--- config.mk ---
export PLATFORM = sky130hd
export DESIGN_NAME = irq_controller
export DESIGN_NICKNAME = d
export VERILOG_FILES = /design/src/irq_pkg.sv /design/src/irq_return_stack.sv /design/src/irq_timebase.sv /design/src/irq_controller.sv
export SDC_FILE = /design/constraint.sdc
export NUM_CORES = 1
export LEC_CHECK = 0
export BUFFER_PORTS_ARGS = -buffer_cell sky130_fd_sc_hd__buf_2
export CORE_MARGIN = 4
export CORE_UTILIZATION = 42
export CTS_CLUSTER_SIZE = 40
export DETAILED_ROUTE_END_ITERATION = 8
export GPL_ROUTABILITY_DRIVEN = 1
export HOLD_SLACK_MARGIN = 0.06
export SLEW_MARGIN = 20
export SYNTH_ARGS = -nofsm -noshare
export SYNTH_HDL_FRONTEND = slang
export SYNTH_HIERARCHICAL = 1
export SYNTH_SLANG_ARGS = --single-unit
--- constraint.sdc ---
create_clock -name clk -period 3 [get_ports clk]
set_input_delay 0.3 -clock clk [delete_from_list [all_inputs] [get_ports clk]]
set_output_delay 0.3 -clock clk [all_outputs]
set_load 0.01 [all_outputs]
--- src/irq_pkg.sv ---
// Purpose: shared constants for the interrupt controller
// Assumes: 32-bit axi4-lite register bus, byte addresses
// Notes: vector, stack and pc sizes are plain defaults
package irq_pkg;
	localparam int ADDR_W = 8;
	localparam int PC_W = 13;
	localparam int STACK_DEPTH = 6;
	localparam int DEPTH_W = 3;
	localparam int NSRC = 9;
	localparam int SEL_W = 4;
	// source index doubles as priority, lowest index wins
	localparam int SRC_EXT0 = 0;
	localparam int SRC_COMP = 1;
	localparam int SRC_GRP0 = 2;
	localparam int SRC_GRP1 = 3;
	localparam int SRC_GRP2 = 4;
	localparam int SRC_ADC = 5;
	localparam int SRC_TB0 = 6;
	localparam int SRC_EXT1 = 7;
	localparam int SRC_TB1 = 8;
	localparam logic [PC_W-1:0] VEC_BASE = 13'h0004;
	localparam logic [PC_W-1:0] VEC_STEP = 13'h0004;
	// register byte offsets
	localparam logic [ADDR_W-1:0] EN_OFS = 8'h00;
	localparam logic [ADDR_W-1:0] FLAG_OFS = 8'h04;
	localparam logic [ADDR_W-1:0] EDGE_OFS = 8'h08;
	localparam logic [ADDR_W-1:0] TBC_OFS = 8'h0c;
	localparam logic [ADDR_W-1:0] GRP0_OFS = 8'h10;
	localparam logic [ADDR_W-1:0] GRP1_OFS = 8'h14;
	localparam logic [ADDR_W-1:0] GRP2_OFS = 8'h18;
	localparam logic [ADDR_W-1:0] STAT_OFS = 8'h1c;
	// group register fields
	localparam int GRP_FLAG_LSB = 4;
	localparam int GRP_EN_LSB = 0;
	// edge select codes
	localparam logic [1:0] EDGE_OFF = 2'h0;
	localparam logic [1:0] EDGE_RISE = 2'h1;
	localparam logic [1:0] EDGE_FALL = 2'h2;
	localparam logic [1:0] EDGE_BOTH = 2'h3;
	// time base control fields and reset
	localparam logic [7:0] TBC_RESET = 8'h37;
	localparam logic [7:0] TBC_RD_MASK = 8'hf7;
	localparam int TBC_ON_BIT = 7;
	localparam int TBC_CK_BIT = 6;
	localparam int TB1_SEL_LSB = 4;
	localparam int TB0_SEL_LSB = 0;
	localparam int TB_CNT_W = 15;
	localparam logic [15:0] TB0_BASE = 16'h0100;
	localparam logic [15:0] TB1_BASE = 16'h1000;
	localparam logic [1:0] SYS_DIV_LAST = 2'h3;
	localparam logic [1:0] RESP_OKAY = 2'h0;
	localparam logic [1:0] RESP_SLVERR = 2'h2;
endpackage

--- src/irq_return_stack.sv ---
// Purpose: return address stack in flip-flops
// Assumes: push and pop never arrive together
// Notes: push when full and pop when empty are ignored
`timescale 1ns/1ps
module irq_return_stack (
	input wire logic clk,
	input wire logic resetn,
	input wire logic push,
	input wire logic [irq_pkg::PC_W-1:0] push_data,
	input wire logic pop,
	output logic [irq_pkg::PC_W-1:0] pop_data,
	output logic [irq_pkg::DEPTH_W-1:0] depth,
	output logic full
);
	import irq_pkg::*;
	typedef struct packed {
		logic [STACK_DEPTH-1:0][PC_W-1:0] mem;
		logic [DEPTH_W-1:0] ptr;
	} stack_t;
	stack_t s_reg;
	stack_t s_next;

	assign full = (s_reg.ptr == DEPTH_W'(STACK_DEPTH));
	assign depth = s_reg.ptr;
	assign pop_data = (s_reg.ptr == '0) ? '0 : s_reg.mem[s_reg.ptr - 3'h1];

	always_comb begin
		s_next = s_reg;
		if (push && !full) begin
			s_next.mem[s_reg.ptr] = push_data;
			s_next.ptr = s_reg.ptr + 3'h1;
		end else if (pop && s_reg.ptr != '0) begin
			s_next.ptr = s_reg.ptr - 3'h1;
		end
	end

	always_ff @(posedge clk) begin
		if (!resetn) begin
			s_reg <= '0;
		end else begin
			s_reg <= s_next;
		end
	end
endmodule

--- src/irq_timebase.sv ---
// Purpose: time base divider with two overflow pulses
// Assumes: slow_tick is a one-cycle enable from the slow oscillator logic
// Notes: a period change takes effect at the next tick; the shared counter is not restarted
`timescale 1ns/1ps
module irq_timebase (
	input wire logic clk,
	input wire logic resetn,
	input wire logic [7:0] timebase_control_reg,
	input wire logic slow_tick,
	output logic tb0_ovf,
	output logic tb1_ovf
);
	import irq_pkg::*;
	typedef struct packed {
		logic [1:0] div;
		logic [TB_CNT_W-1:0] cnt;
		logic ovf0;
		logic ovf1;
	} tb_t;
	tb_t s_reg;
	tb_t s_next;
	logic tick;
	logic [TB_CNT_W-1:0] mask0;
	logic [TB_CNT_W-1:0] mask1;

	// period is base shifted by the select field, counted in timebase_clock ticks
	assign mask0 = TB_CNT_W'((TB0_BASE << timebase_control_reg[TB0_SEL_LSB +: 3]) - 16'h1);
	assign mask1 = TB_CNT_W'((TB1_BASE << timebase_control_reg[TB1_SEL_LSB +: 2]) - 16'h1);
	assign tick = timebase_control_reg[TBC_CK_BIT] ? (s_reg.div == SYS_DIV_LAST) : slow_tick;
	assign tb0_ovf = s_reg.ovf0;
	assign tb1_ovf = s_reg.ovf1;

	always_comb begin
		s_next = s_reg;
		s_next.div = s_reg.div + 2'h1;
		s_next.ovf0 = 1'b0;
		s_next.ovf1 = 1'b0;
		if (!timebase_control_reg[TBC_ON_BIT]) begin
			s_next.cnt = '0;
		end else if (tick) begin
			s_next.cnt = s_reg.cnt + 15'h1;
			s_next.ovf0 = ((s_reg.cnt & mask0) == mask0);
			s_next.ovf1 = ((s_reg.cnt & mask1) == mask1);
		end
	end

	always_ff @(posedge clk) begin
		if (!resetn) begin
			s_reg <= '0;
		end else begin
			s_reg <= s_next;
		end
	end
endmodule

--- src/irq_controller.sv ---
// Purpose: interrupt controller with flags, enables, vectoring and wake-up
// Assumes: cpu call and return signals are single-cycle pulses on clk
// Notes: pins and comparator output are asynchronous and are synchronised here
`timescale 1ns/1ps
// Operation
// - source events always set their flag
// - disabled flag stays set, no jump
// - global enable low blocks every interrupt
// - push next pc, jump to vector
// - return pops pc and resumes there
// - service clears the global enable
// - blocked requests still latch their flags
// - full stack blocks acknowledge
// - simultaneous requests use fixed priority
// - flag rising wakes from sleep
// - pin edge per select sets flag
// - pin service clears its flag
// - comparator change sets flag, service clears
// - member flag set raises group flag
// - group service clears only group flag
// - conversion end sets flag, service clears
// - time base overflow sets flag, service clears
// - divider ratio from time base control
// - timer1 group register bit layout
// - eeprom lowvolt group register layout
// - edge code off rise fall both
// - time base period ranges by field
module irq_controller (
	input wire logic clk,
	input wire logic resetn,
	input wire logic [irq_pkg::ADDR_W-1:0] awaddr,
	input wire logic awvalid,
	output logic awready,
	input wire logic [31:0] wdata,
	input wire logic [3:0] wstrb,
	input wire logic wvalid,
	output logic wready,
	output logic [1:0] bresp,
	output logic bvalid,
	input wire logic bready,
	input wire logic [irq_pkg::ADDR_W-1:0] araddr,
	input wire logic arvalid,
	output logic arready,
	output logic [31:0] rdata,
	output logic [1:0] rresp,
	output logic rvalid,
	input wire logic rready,
	input wire logic [1:0] ext_irq_pins,
	input wire logic comparator_out,
	input wire logic conversion_done,
	input wire logic timer0_amatch,
	input wire logic timer0_pmatch,
	input wire logic timer1_amatch,
	input wire logic timer1_pmatch,
	input wire logic eeprom_write_end,
	input wire logic low_voltage_detect,
	input wire logic slow_tick,
	input wire logic cpu_boundary,
	input wire logic [irq_pkg::PC_W-1:0] cpu_next_pc,
	input wire logic cpu_call,
	input wire logic cpu_ret,
	input wire logic cpu_return_from_interrupt,
	input wire logic cpu_sleep,
	output logic vector_jump,
	output logic [irq_pkg::PC_W-1:0] jump_addr,
	output logic resume,
	output logic [irq_pkg::PC_W-1:0] resume_addr,
	output logic wake_up,
	output logic stack_full
);
	import irq_pkg::*;
	typedef struct packed {
		logic gie;
		logic [NSRC-1:0] en;
		logic [NSRC-1:0] fl;
		logic [3:0] edge_sel;
		logic [7:0] timebase_control_reg;
		logic [5:0] m_en;
		logic [5:0] m_fl;
		logic [2:0] sync1;
		logic [2:0] sync2;
		logic [2:0] sync3;
		logic [2:0] lvl;
		logic bvalid;
		logic [1:0] bresp;
		logic rvalid;
		logic [1:0] rresp;
		logic [31:0] rdata;
		logic jump;
		logic [PC_W-1:0] jaddr;
		logic resume;
		logic [PC_W-1:0] raddr;
		logic wake;
	} ctrl_t;
	ctrl_t s_reg;
	ctrl_t s_next;

	logic wr_en;
	logic rd_en;
	logic take_now;
	logic [SEL_W-1:0] sel;
	logic [NSRC-1:0] pend;
	logic [NSRC-1:0] src_set;
	logic [NSRC-1:0] clr;
	logic [2:0] agree;
	logic [2:0] rise;
	logic [2:0] fall;
	logic [1:0] ext_ev;
	logic [2:0] grp_set;
	logic [5:0] m_set;
	logic [9:0] m10;
	logic [9:0] tmp10;
	logic tb0_ovf;
	logic tb1_ovf;
	logic [PC_W-1:0] pop_data;
	logic [DEPTH_W-1:0] depth;
	logic full;
	logic wr_hit;
	logic rd_hit;

	irq_return_stack u_stack (
		.clk(clk),
		.resetn(resetn),
		.push(take_now || cpu_call),
		.push_data(cpu_next_pc),
		.pop(cpu_ret || cpu_return_from_interrupt),
		.pop_data(pop_data),
		.depth(depth),
		.full(full)
	);

	irq_timebase u_tb (
		.clk(clk),
		.resetn(resetn),
		.timebase_control_reg(s_reg.timebase_control_reg),
		.slow_tick(slow_tick),
		.tb0_ovf(tb0_ovf),
		.tb1_ovf(tb1_ovf)
	);

	// a change counts only once stages two and three agree, filtering one-cycle glitches
	assign agree = ~(s_reg.sync2 ^ s_reg.sync3);
	assign rise = agree & s_reg.sync3 & ~s_reg.lvl;
	assign fall = agree & ~s_reg.sync3 & s_reg.lvl;

	genvar gi;
	generate
		for (gi = 0; gi < 2; gi++) begin : g_pin
			logic [1:0] es;
			assign es = s_reg.edge_sel[2*gi +: 2];
			assign ext_ev[gi] = ((es == EDGE_RISE) && rise[gi]) ||
				((es == EDGE_FALL) && fall[gi]) ||
				((es == EDGE_BOTH) && (rise[gi] || fall[gi]));
		end
	endgenerate

	assign m_set = {eeprom_write_end, low_voltage_detect, timer1_amatch, timer1_pmatch,
		timer0_amatch, timer0_pmatch};

	// dense read and write decode; both channels complete together
	assign wr_en = awvalid && wvalid && !s_reg.bvalid;
	assign rd_en = arvalid && !s_reg.rvalid;
	assign awready = wr_en;
	assign wready = wr_en;
	assign arready = rd_en;
	assign bvalid = s_reg.bvalid;
	assign bresp = s_reg.bresp;
	assign rvalid = s_reg.rvalid;
	assign rresp = s_reg.rresp;
	assign rdata = s_reg.rdata;
	assign vector_jump = s_reg.jump;
	assign jump_addr = s_reg.jaddr;
	assign resume = s_reg.resume;
	assign resume_addr = s_reg.raddr;
	assign wake_up = s_reg.wake;
	assign stack_full = full;
	assign m10 = {{2{wstrb[1]}}, {8{wstrb[0]}}};

	assign pend = s_reg.fl & s_reg.en;
	always_comb begin
		sel = '0;
		for (int i = NSRC - 1; i >= 0; i--) begin
			if (pend[i]) begin
				sel = SEL_W'(i);
			end
		end
	end
	// stack full holds off the jump since the return address would be lost
	assign take_now = cpu_boundary && s_reg.gie && !full && (|pend);

	function automatic logic [31:0] grp_rd(input logic [1:0] f, input logic [1:0] e);
		grp_rd = {26'h0, f, 2'h0, e};
	endfunction

	always_comb begin
		s_next = s_reg;
		wr_hit = 1'b0;
		rd_hit = 1'b1;
		tmp10 = '0;
		clr = '0;
		grp_set = '0;
		src_set = '0;
		s_next.jump = 1'b0;
		s_next.resume = 1'b0;
		s_next.sync1 = {comparator_out, ext_irq_pins};
		s_next.sync2 = s_reg.sync1;
		s_next.sync3 = s_reg.sync2;
		s_next.lvl = (s_reg.sync3 & agree) | (s_reg.lvl & ~agree);
		if (wr_en) begin
			wr_hit = 1'b1;
			if (awaddr == EN_OFS) begin
				tmp10 = ({s_reg.en, s_reg.gie} & ~m10) | (wdata[9:0] & m10);
				s_next.gie = tmp10[0];
				s_next.en = tmp10[9:1];
			end else if (awaddr == FLAG_OFS) begin
				tmp10 = ({s_reg.fl, 1'b0} & ~m10) | (wdata[9:0] & m10);
				s_next.fl = tmp10[9:1];
			end else if (awaddr == EDGE_OFS) begin
				if (wstrb[0]) s_next.edge_sel = wdata[3:0];
			end else if (awaddr == TBC_OFS) begin
				if (wstrb[0]) s_next.timebase_control_reg = wdata[7:0] & TBC_RD_MASK;
			end else if (awaddr == GRP0_OFS) begin
				if (wstrb[0]) begin
					s_next.m_fl[1:0] = wdata[GRP_FLAG_LSB +: 2];
					s_next.m_en[1:0] = wdata[GRP_EN_LSB +: 2];
				end
			end else if (awaddr == GRP1_OFS) begin
				if (wstrb[0]) begin
					s_next.m_fl[3:2] = wdata[GRP_FLAG_LSB +: 2];
					s_next.m_en[3:2] = wdata[GRP_EN_LSB +: 2];
				end
			end else if (awaddr == GRP2_OFS) begin
				if (wstrb[0]) begin
					s_next.m_fl[5:4] = wdata[GRP_FLAG_LSB +: 2];
					s_next.m_en[5:4] = wdata[GRP_EN_LSB +: 2];
				end
			end else begin
				wr_hit = 1'b0;
			end
		end
		if (s_reg.bvalid && bready) s_next.bvalid = 1'b0;
		if (wr_en) begin
			s_next.bvalid = 1'b1;
			s_next.bresp = wr_hit ? RESP_OKAY : RESP_SLVERR;
		end
		if (s_reg.rvalid && rready) s_next.rvalid = 1'b0;
		if (rd_en) begin
			s_next.rvalid = 1'b1;
			if (araddr == EN_OFS) begin
				s_next.rdata = {22'h0, s_reg.en, s_reg.gie};
			end else if (araddr == FLAG_OFS) begin
				s_next.rdata = {22'h0, s_reg.fl, 1'b0};
			end else if (araddr == EDGE_OFS) begin
				s_next.rdata = {28'h0, s_reg.edge_sel};
			end else if (araddr == TBC_OFS) begin
				s_next.rdata = {24'h0, s_reg.timebase_control_reg};
			end else if (araddr == GRP0_OFS) begin
				s_next.rdata = grp_rd(s_reg.m_fl[1:0], s_reg.m_en[1:0]);
			end else if (araddr == GRP1_OFS) begin
				s_next.rdata = grp_rd(s_reg.m_fl[3:2], s_reg.m_en[3:2]);
			end else if (araddr == GRP2_OFS) begin
				s_next.rdata = grp_rd(s_reg.m_fl[5:4], s_reg.m_en[5:4]);
			end else if (araddr == STAT_OFS) begin
				s_next.rdata = {23'h0, |pend, 4'h0, full, depth};
			end else begin
				s_next.rdata = '0;
				rd_hit = 1'b0;
			end
			s_next.rresp = rd_hit ? RESP_OKAY : RESP_SLVERR;
		end
		// member flags are set by hardware or by a group register write, never cleared by service
		s_next.m_fl = s_next.m_fl | m_set;
		for (int g = 0; g < 3; g++) begin
			grp_set[g] = |(s_next.m_fl[2*g +: 2] & ~s_reg.m_fl[2*g +: 2]);
		end
		src_set[SRC_EXT0] = ext_ev[0];
		src_set[SRC_EXT1] = ext_ev[1];
		src_set[SRC_COMP] = rise[2] || fall[2];
		src_set[SRC_GRP0] = grp_set[0];
		src_set[SRC_GRP1] = grp_set[1];
		src_set[SRC_GRP2] = grp_set[2];
		src_set[SRC_ADC] = conversion_done;
		src_set[SRC_TB0] = tb0_ovf;
		src_set[SRC_TB1] = tb1_ovf;
		if (take_now) begin
			s_next.gie = 1'b0;
			clr[sel] = 1'b1;
			s_next.jump = 1'b1;
			s_next.jaddr = VEC_BASE + PC_W'(sel) * VEC_STEP;
		end
		// a new event in the clearing cycle survives: set is applied last
		s_next.fl = (s_next.fl & ~clr) | src_set;
		if (cpu_return_from_interrupt || cpu_ret) begin
			s_next.resume = 1'b1;
			s_next.raddr = pop_data;
		end
		// only a 0-to-1 change wakes; a flag set before sleep stays quiet
		s_next.wake = cpu_sleep && ((|(s_next.fl & ~s_reg.fl)) ||
			(|(s_next.m_fl & ~s_reg.m_fl)));
	end

	always_ff @(posedge clk) begin
		if (!resetn) begin
			s_reg <= '0;
			s_reg.timebase_control_reg <= TBC_RESET;
		end else begin
			s_reg <= s_next;
		end
	end
endmodule

==> metrics.md <==
| Metric | Value |
|---|---|
| Status | `completed` |
| Layout Utilization | `between 40% and 50%` |
| Pleak | `4.175 nW` |
| Switching part of the total | `approximately a third` |
| Clock Path Buffers | `2` |
| Clock power frac | `37.3%` |
| Post-Place Cells | `1426` |
| Antenna violations before repair | `0` |
| Top_reg_cell synth | `dfxtp_1` |
| DP Worst Slack | `~250 ps` |
| Psw | `1.933 mW` |
| Largest register FFs | `approximately 80` |
| Setup_tns | `0 ps` |
| Post-DP HPWL | `17.11 mm` |
| Clock transition at path regs | `80 ps` |
| CP top delay family | `simple AND/OR/NAND/NOR gates` |
| WL/cell | `16.51 um` |
| Setup Viol. Count Final | `0` |
| Critical path class | `reg2reg` |
| CTS Sinks | `189` |
| RSZ-0062 raised after global routing | `no` |
| CP max stage delay | `830 ps` |
| Critical path cell sequence | `a22o_1 -> or2_2 -> a211o_1 -> nand2_1 -> nand2b_1 -> and2b_1 -> and4_1 -> mux2i_1 -> nor2_1` |
| Clock Latency Late Sink | `around 440 ps` |
| I/O Buffers | `102` |
| Core area | `0.02209 sq mm` |
| Congestion Overflow GR | `0` |
| Most common cell after layout, fill and taps aside | `dfxtp_1` |
| Total track usage | `18.89%` |
| CTS tree | `yes` |
| Seq/Total Area, Yosys | `approximately two fifths` |
| Total number of vias | `7699` |
| Vias in the first global route | `7386` |
| Starting Density | `43.29%` |
| Final #Nets | `1271` |
| I/O Pins | `about 160` |
| Slew HR | `34.01%` |
| Maxcap violations | `0` |
| CP Max Fanout | `13` |
| Antenna-violating nets left | `0` |
| Post-route cell area | `approximately 0.011 sq mm` |
| Sequential Power Share | `43.9%` |
| Pwr dens | `577.7 mW/mm^2` |
| Cell Area, Synth | `0.009564 sq mm` |
| DR pass1 iterations | `5` |
| Worst hold path class | `in2reg` |
| Element type at the critical path end | `register` |
| Routed WL | `24.10 mm` |
| Worst Path Arrival | `3090 ps` |
| Yosys warns | `6` |
| Die X | `158.9 um` |
| FMAX | `361.1 MHz` |
| Worst path required time | `3320 ps` |
| Final Power | `between 6 and 7 mW` |
| Number of flops mapped to enable cells by yosys | `0` |
| Logic pwr share | `18.8%` |
| Setup bufs post-CTS | `0` |
| Worst Path Buf+Inv | `0` |
| Slowest CP cell | `and4_1` |
| Clk_skew | `18.48 ps` |
| Vias/cell | `5.277` |
| Avg Cell Area, Syn | `about 8.7 sq um` |
| Ant. Diodes | `0` |
| Distinct cells, synth | `72` |
| Initial drt markers | `574` |
| Asr flop ratio synth | `0%` |
| Die ar. | `0.02525 sq mm` |
| H-tree Lvls | `4` |
| Total CTS buffers | `17` |
| Crit path launch type | `register` |
| Die Y-Extent | `~160 um` |
| #FFs+latches synth | `189` |
| Highest-count cells in the layout ignoring fill and taps | `dfxtp_1, nand2_1, buf_2, mux2i_1, a21oi_1` |
| Fin crit share | `92.31%` |
| # DRC | `0` |
| Global-route wire length before repair | `39.24 mm` |
| CTS root buffer | `clkbuf_16` |
| Worst vdd ir | `~0.00034 V` |
| Post-DP Area | `0.01001 sq mm` |
| Hold_ws | `between 70 and 80 ps` |
| Internal power | `4.216 mW` |
| Hold Violations, Final | `0` |
| Minimum clock period | `2769 ps` |
| Final worst setup slack | `230.6 ps` |
| Layout area overhead | `11.29%` |
| Non-filler cells in the finished layout | `1459` |
| Worst Tran Pin Value | `984.4 ps` |
| Layout cells sized above 1 | `17.39%` |
| Row Count | `54` |
| Pin count of the biggest net entering global routing | `57` |
| Final max-slew violation count | `0` |
| Mapped Cells | `1104` |
| Placer Congestion | `0.8624` |
==> metal layers <==
metal | up-vias | GRT usage (%) | part of all wire [%]
met1 | 3621 | 25.26 | 46
met4 | 0 | 4.773 | 1.3
met3 | 18 | 3.473 | 5.4
met5 | - | 0 | 0
met2 | 214 | 31.77 | 48
li1 | 3846 | - | -
==> synth_stat cells, types with 7 or more instances <==
library cell  instances  area [sq um]
a21boi_0             20         150.1
a21oi_1              84         420.4
a22oi_1              10         75.07
and2_1               17         106.4
buf_2                12         60.06
buf_4                72         540.5
clkbuf_1             32         120.1
dfxtp_1             189          3784
ha_1                 17         212.7
inv_1                41         153.9
mux2i_1              89         890.9
mux4_2               13         292.8
nand2_1             183         686.9
nand2b_1             14         87.58
nand3_1              14         70.07
nor2_1               67         251.5
nor2b_1              38         237.7
nor3_1               14         70.07
nor4_1                7         43.79
o21a_1                9         67.56
o21ai_0              26         130.1
o22ai_1              20         125.1
xnor2_1              12         105.1
==> power by group through the flow <==
| stage | Combinational, mW | Clock, mW | Sequential (mW) |
|---|---|---|---|
| floorplan | 0.866 | 0 | 2.75 |
| global placement | 1.14 | 0 | 2.75 |
| detailed placement | 1.15 | 0 | 2.76 |
| CTS | 1.16 | 2.36 | 2.70 |
| global route | 1.28 | 2.44 | 2.71 |
| finish | 1.16 | 2.29 | 2.70 |
==> timing repair <==
action	CTS	global route
hold endpoints to repair	1	0
gates resized for setup	0	1
endpoints found under the setup margin	0	1
hold buffers	1	0
==> path summary, 6_finish.rpt <==
check / start / to / slack [ps] / depth (start not counted)
worst min register to register: u_tb/s_reg[17] / u_tb/s_reg[17] / 430 / 1
worst max-delay path: s_reg[108] / u_stack/s_reg[59] / 230 / 9
worst max register to register: s_reg[108] / u_stack/s_reg[59] / 230 / 9
worst min-delay path: comparator_out / s_next[75] / 80 / 2
==> worst reg2reg max path, cell delays in order, from the launching register on <==
cell and delay (ps):
dfxtp_1 440, a22o_1 250, or2_2 140, a211o_1 230, nand2_1 140, nand2b_1 110
and2b_1 180, and4_1 830, mux2i_1 280, nor2_1 50
==> kinds of logic after synthesis <==
group	after synthesis	share of synthesized area [%]
compound gates	220	14.69
buf+inv	165	9.694
flops	189	39.56
fa+ha+maj	17	2.224
mux	107	12.96
xor+xnor	14	1.282
other cells	1	0.03921
simple gates	391	19.54
==> area by class of cell <==
class                   instances  area, sq um
inverters                      44        165.2
well taps                     280        350.3
clock inverters                15        196.4
flip-flops and latches        189         3785
repair buffers                133        745.7
clock buffers                  17        425.4
fillers                      2132        11450
multi-input cells             781         4976
No activity file was read; power rests on OpenSTA's default activity.
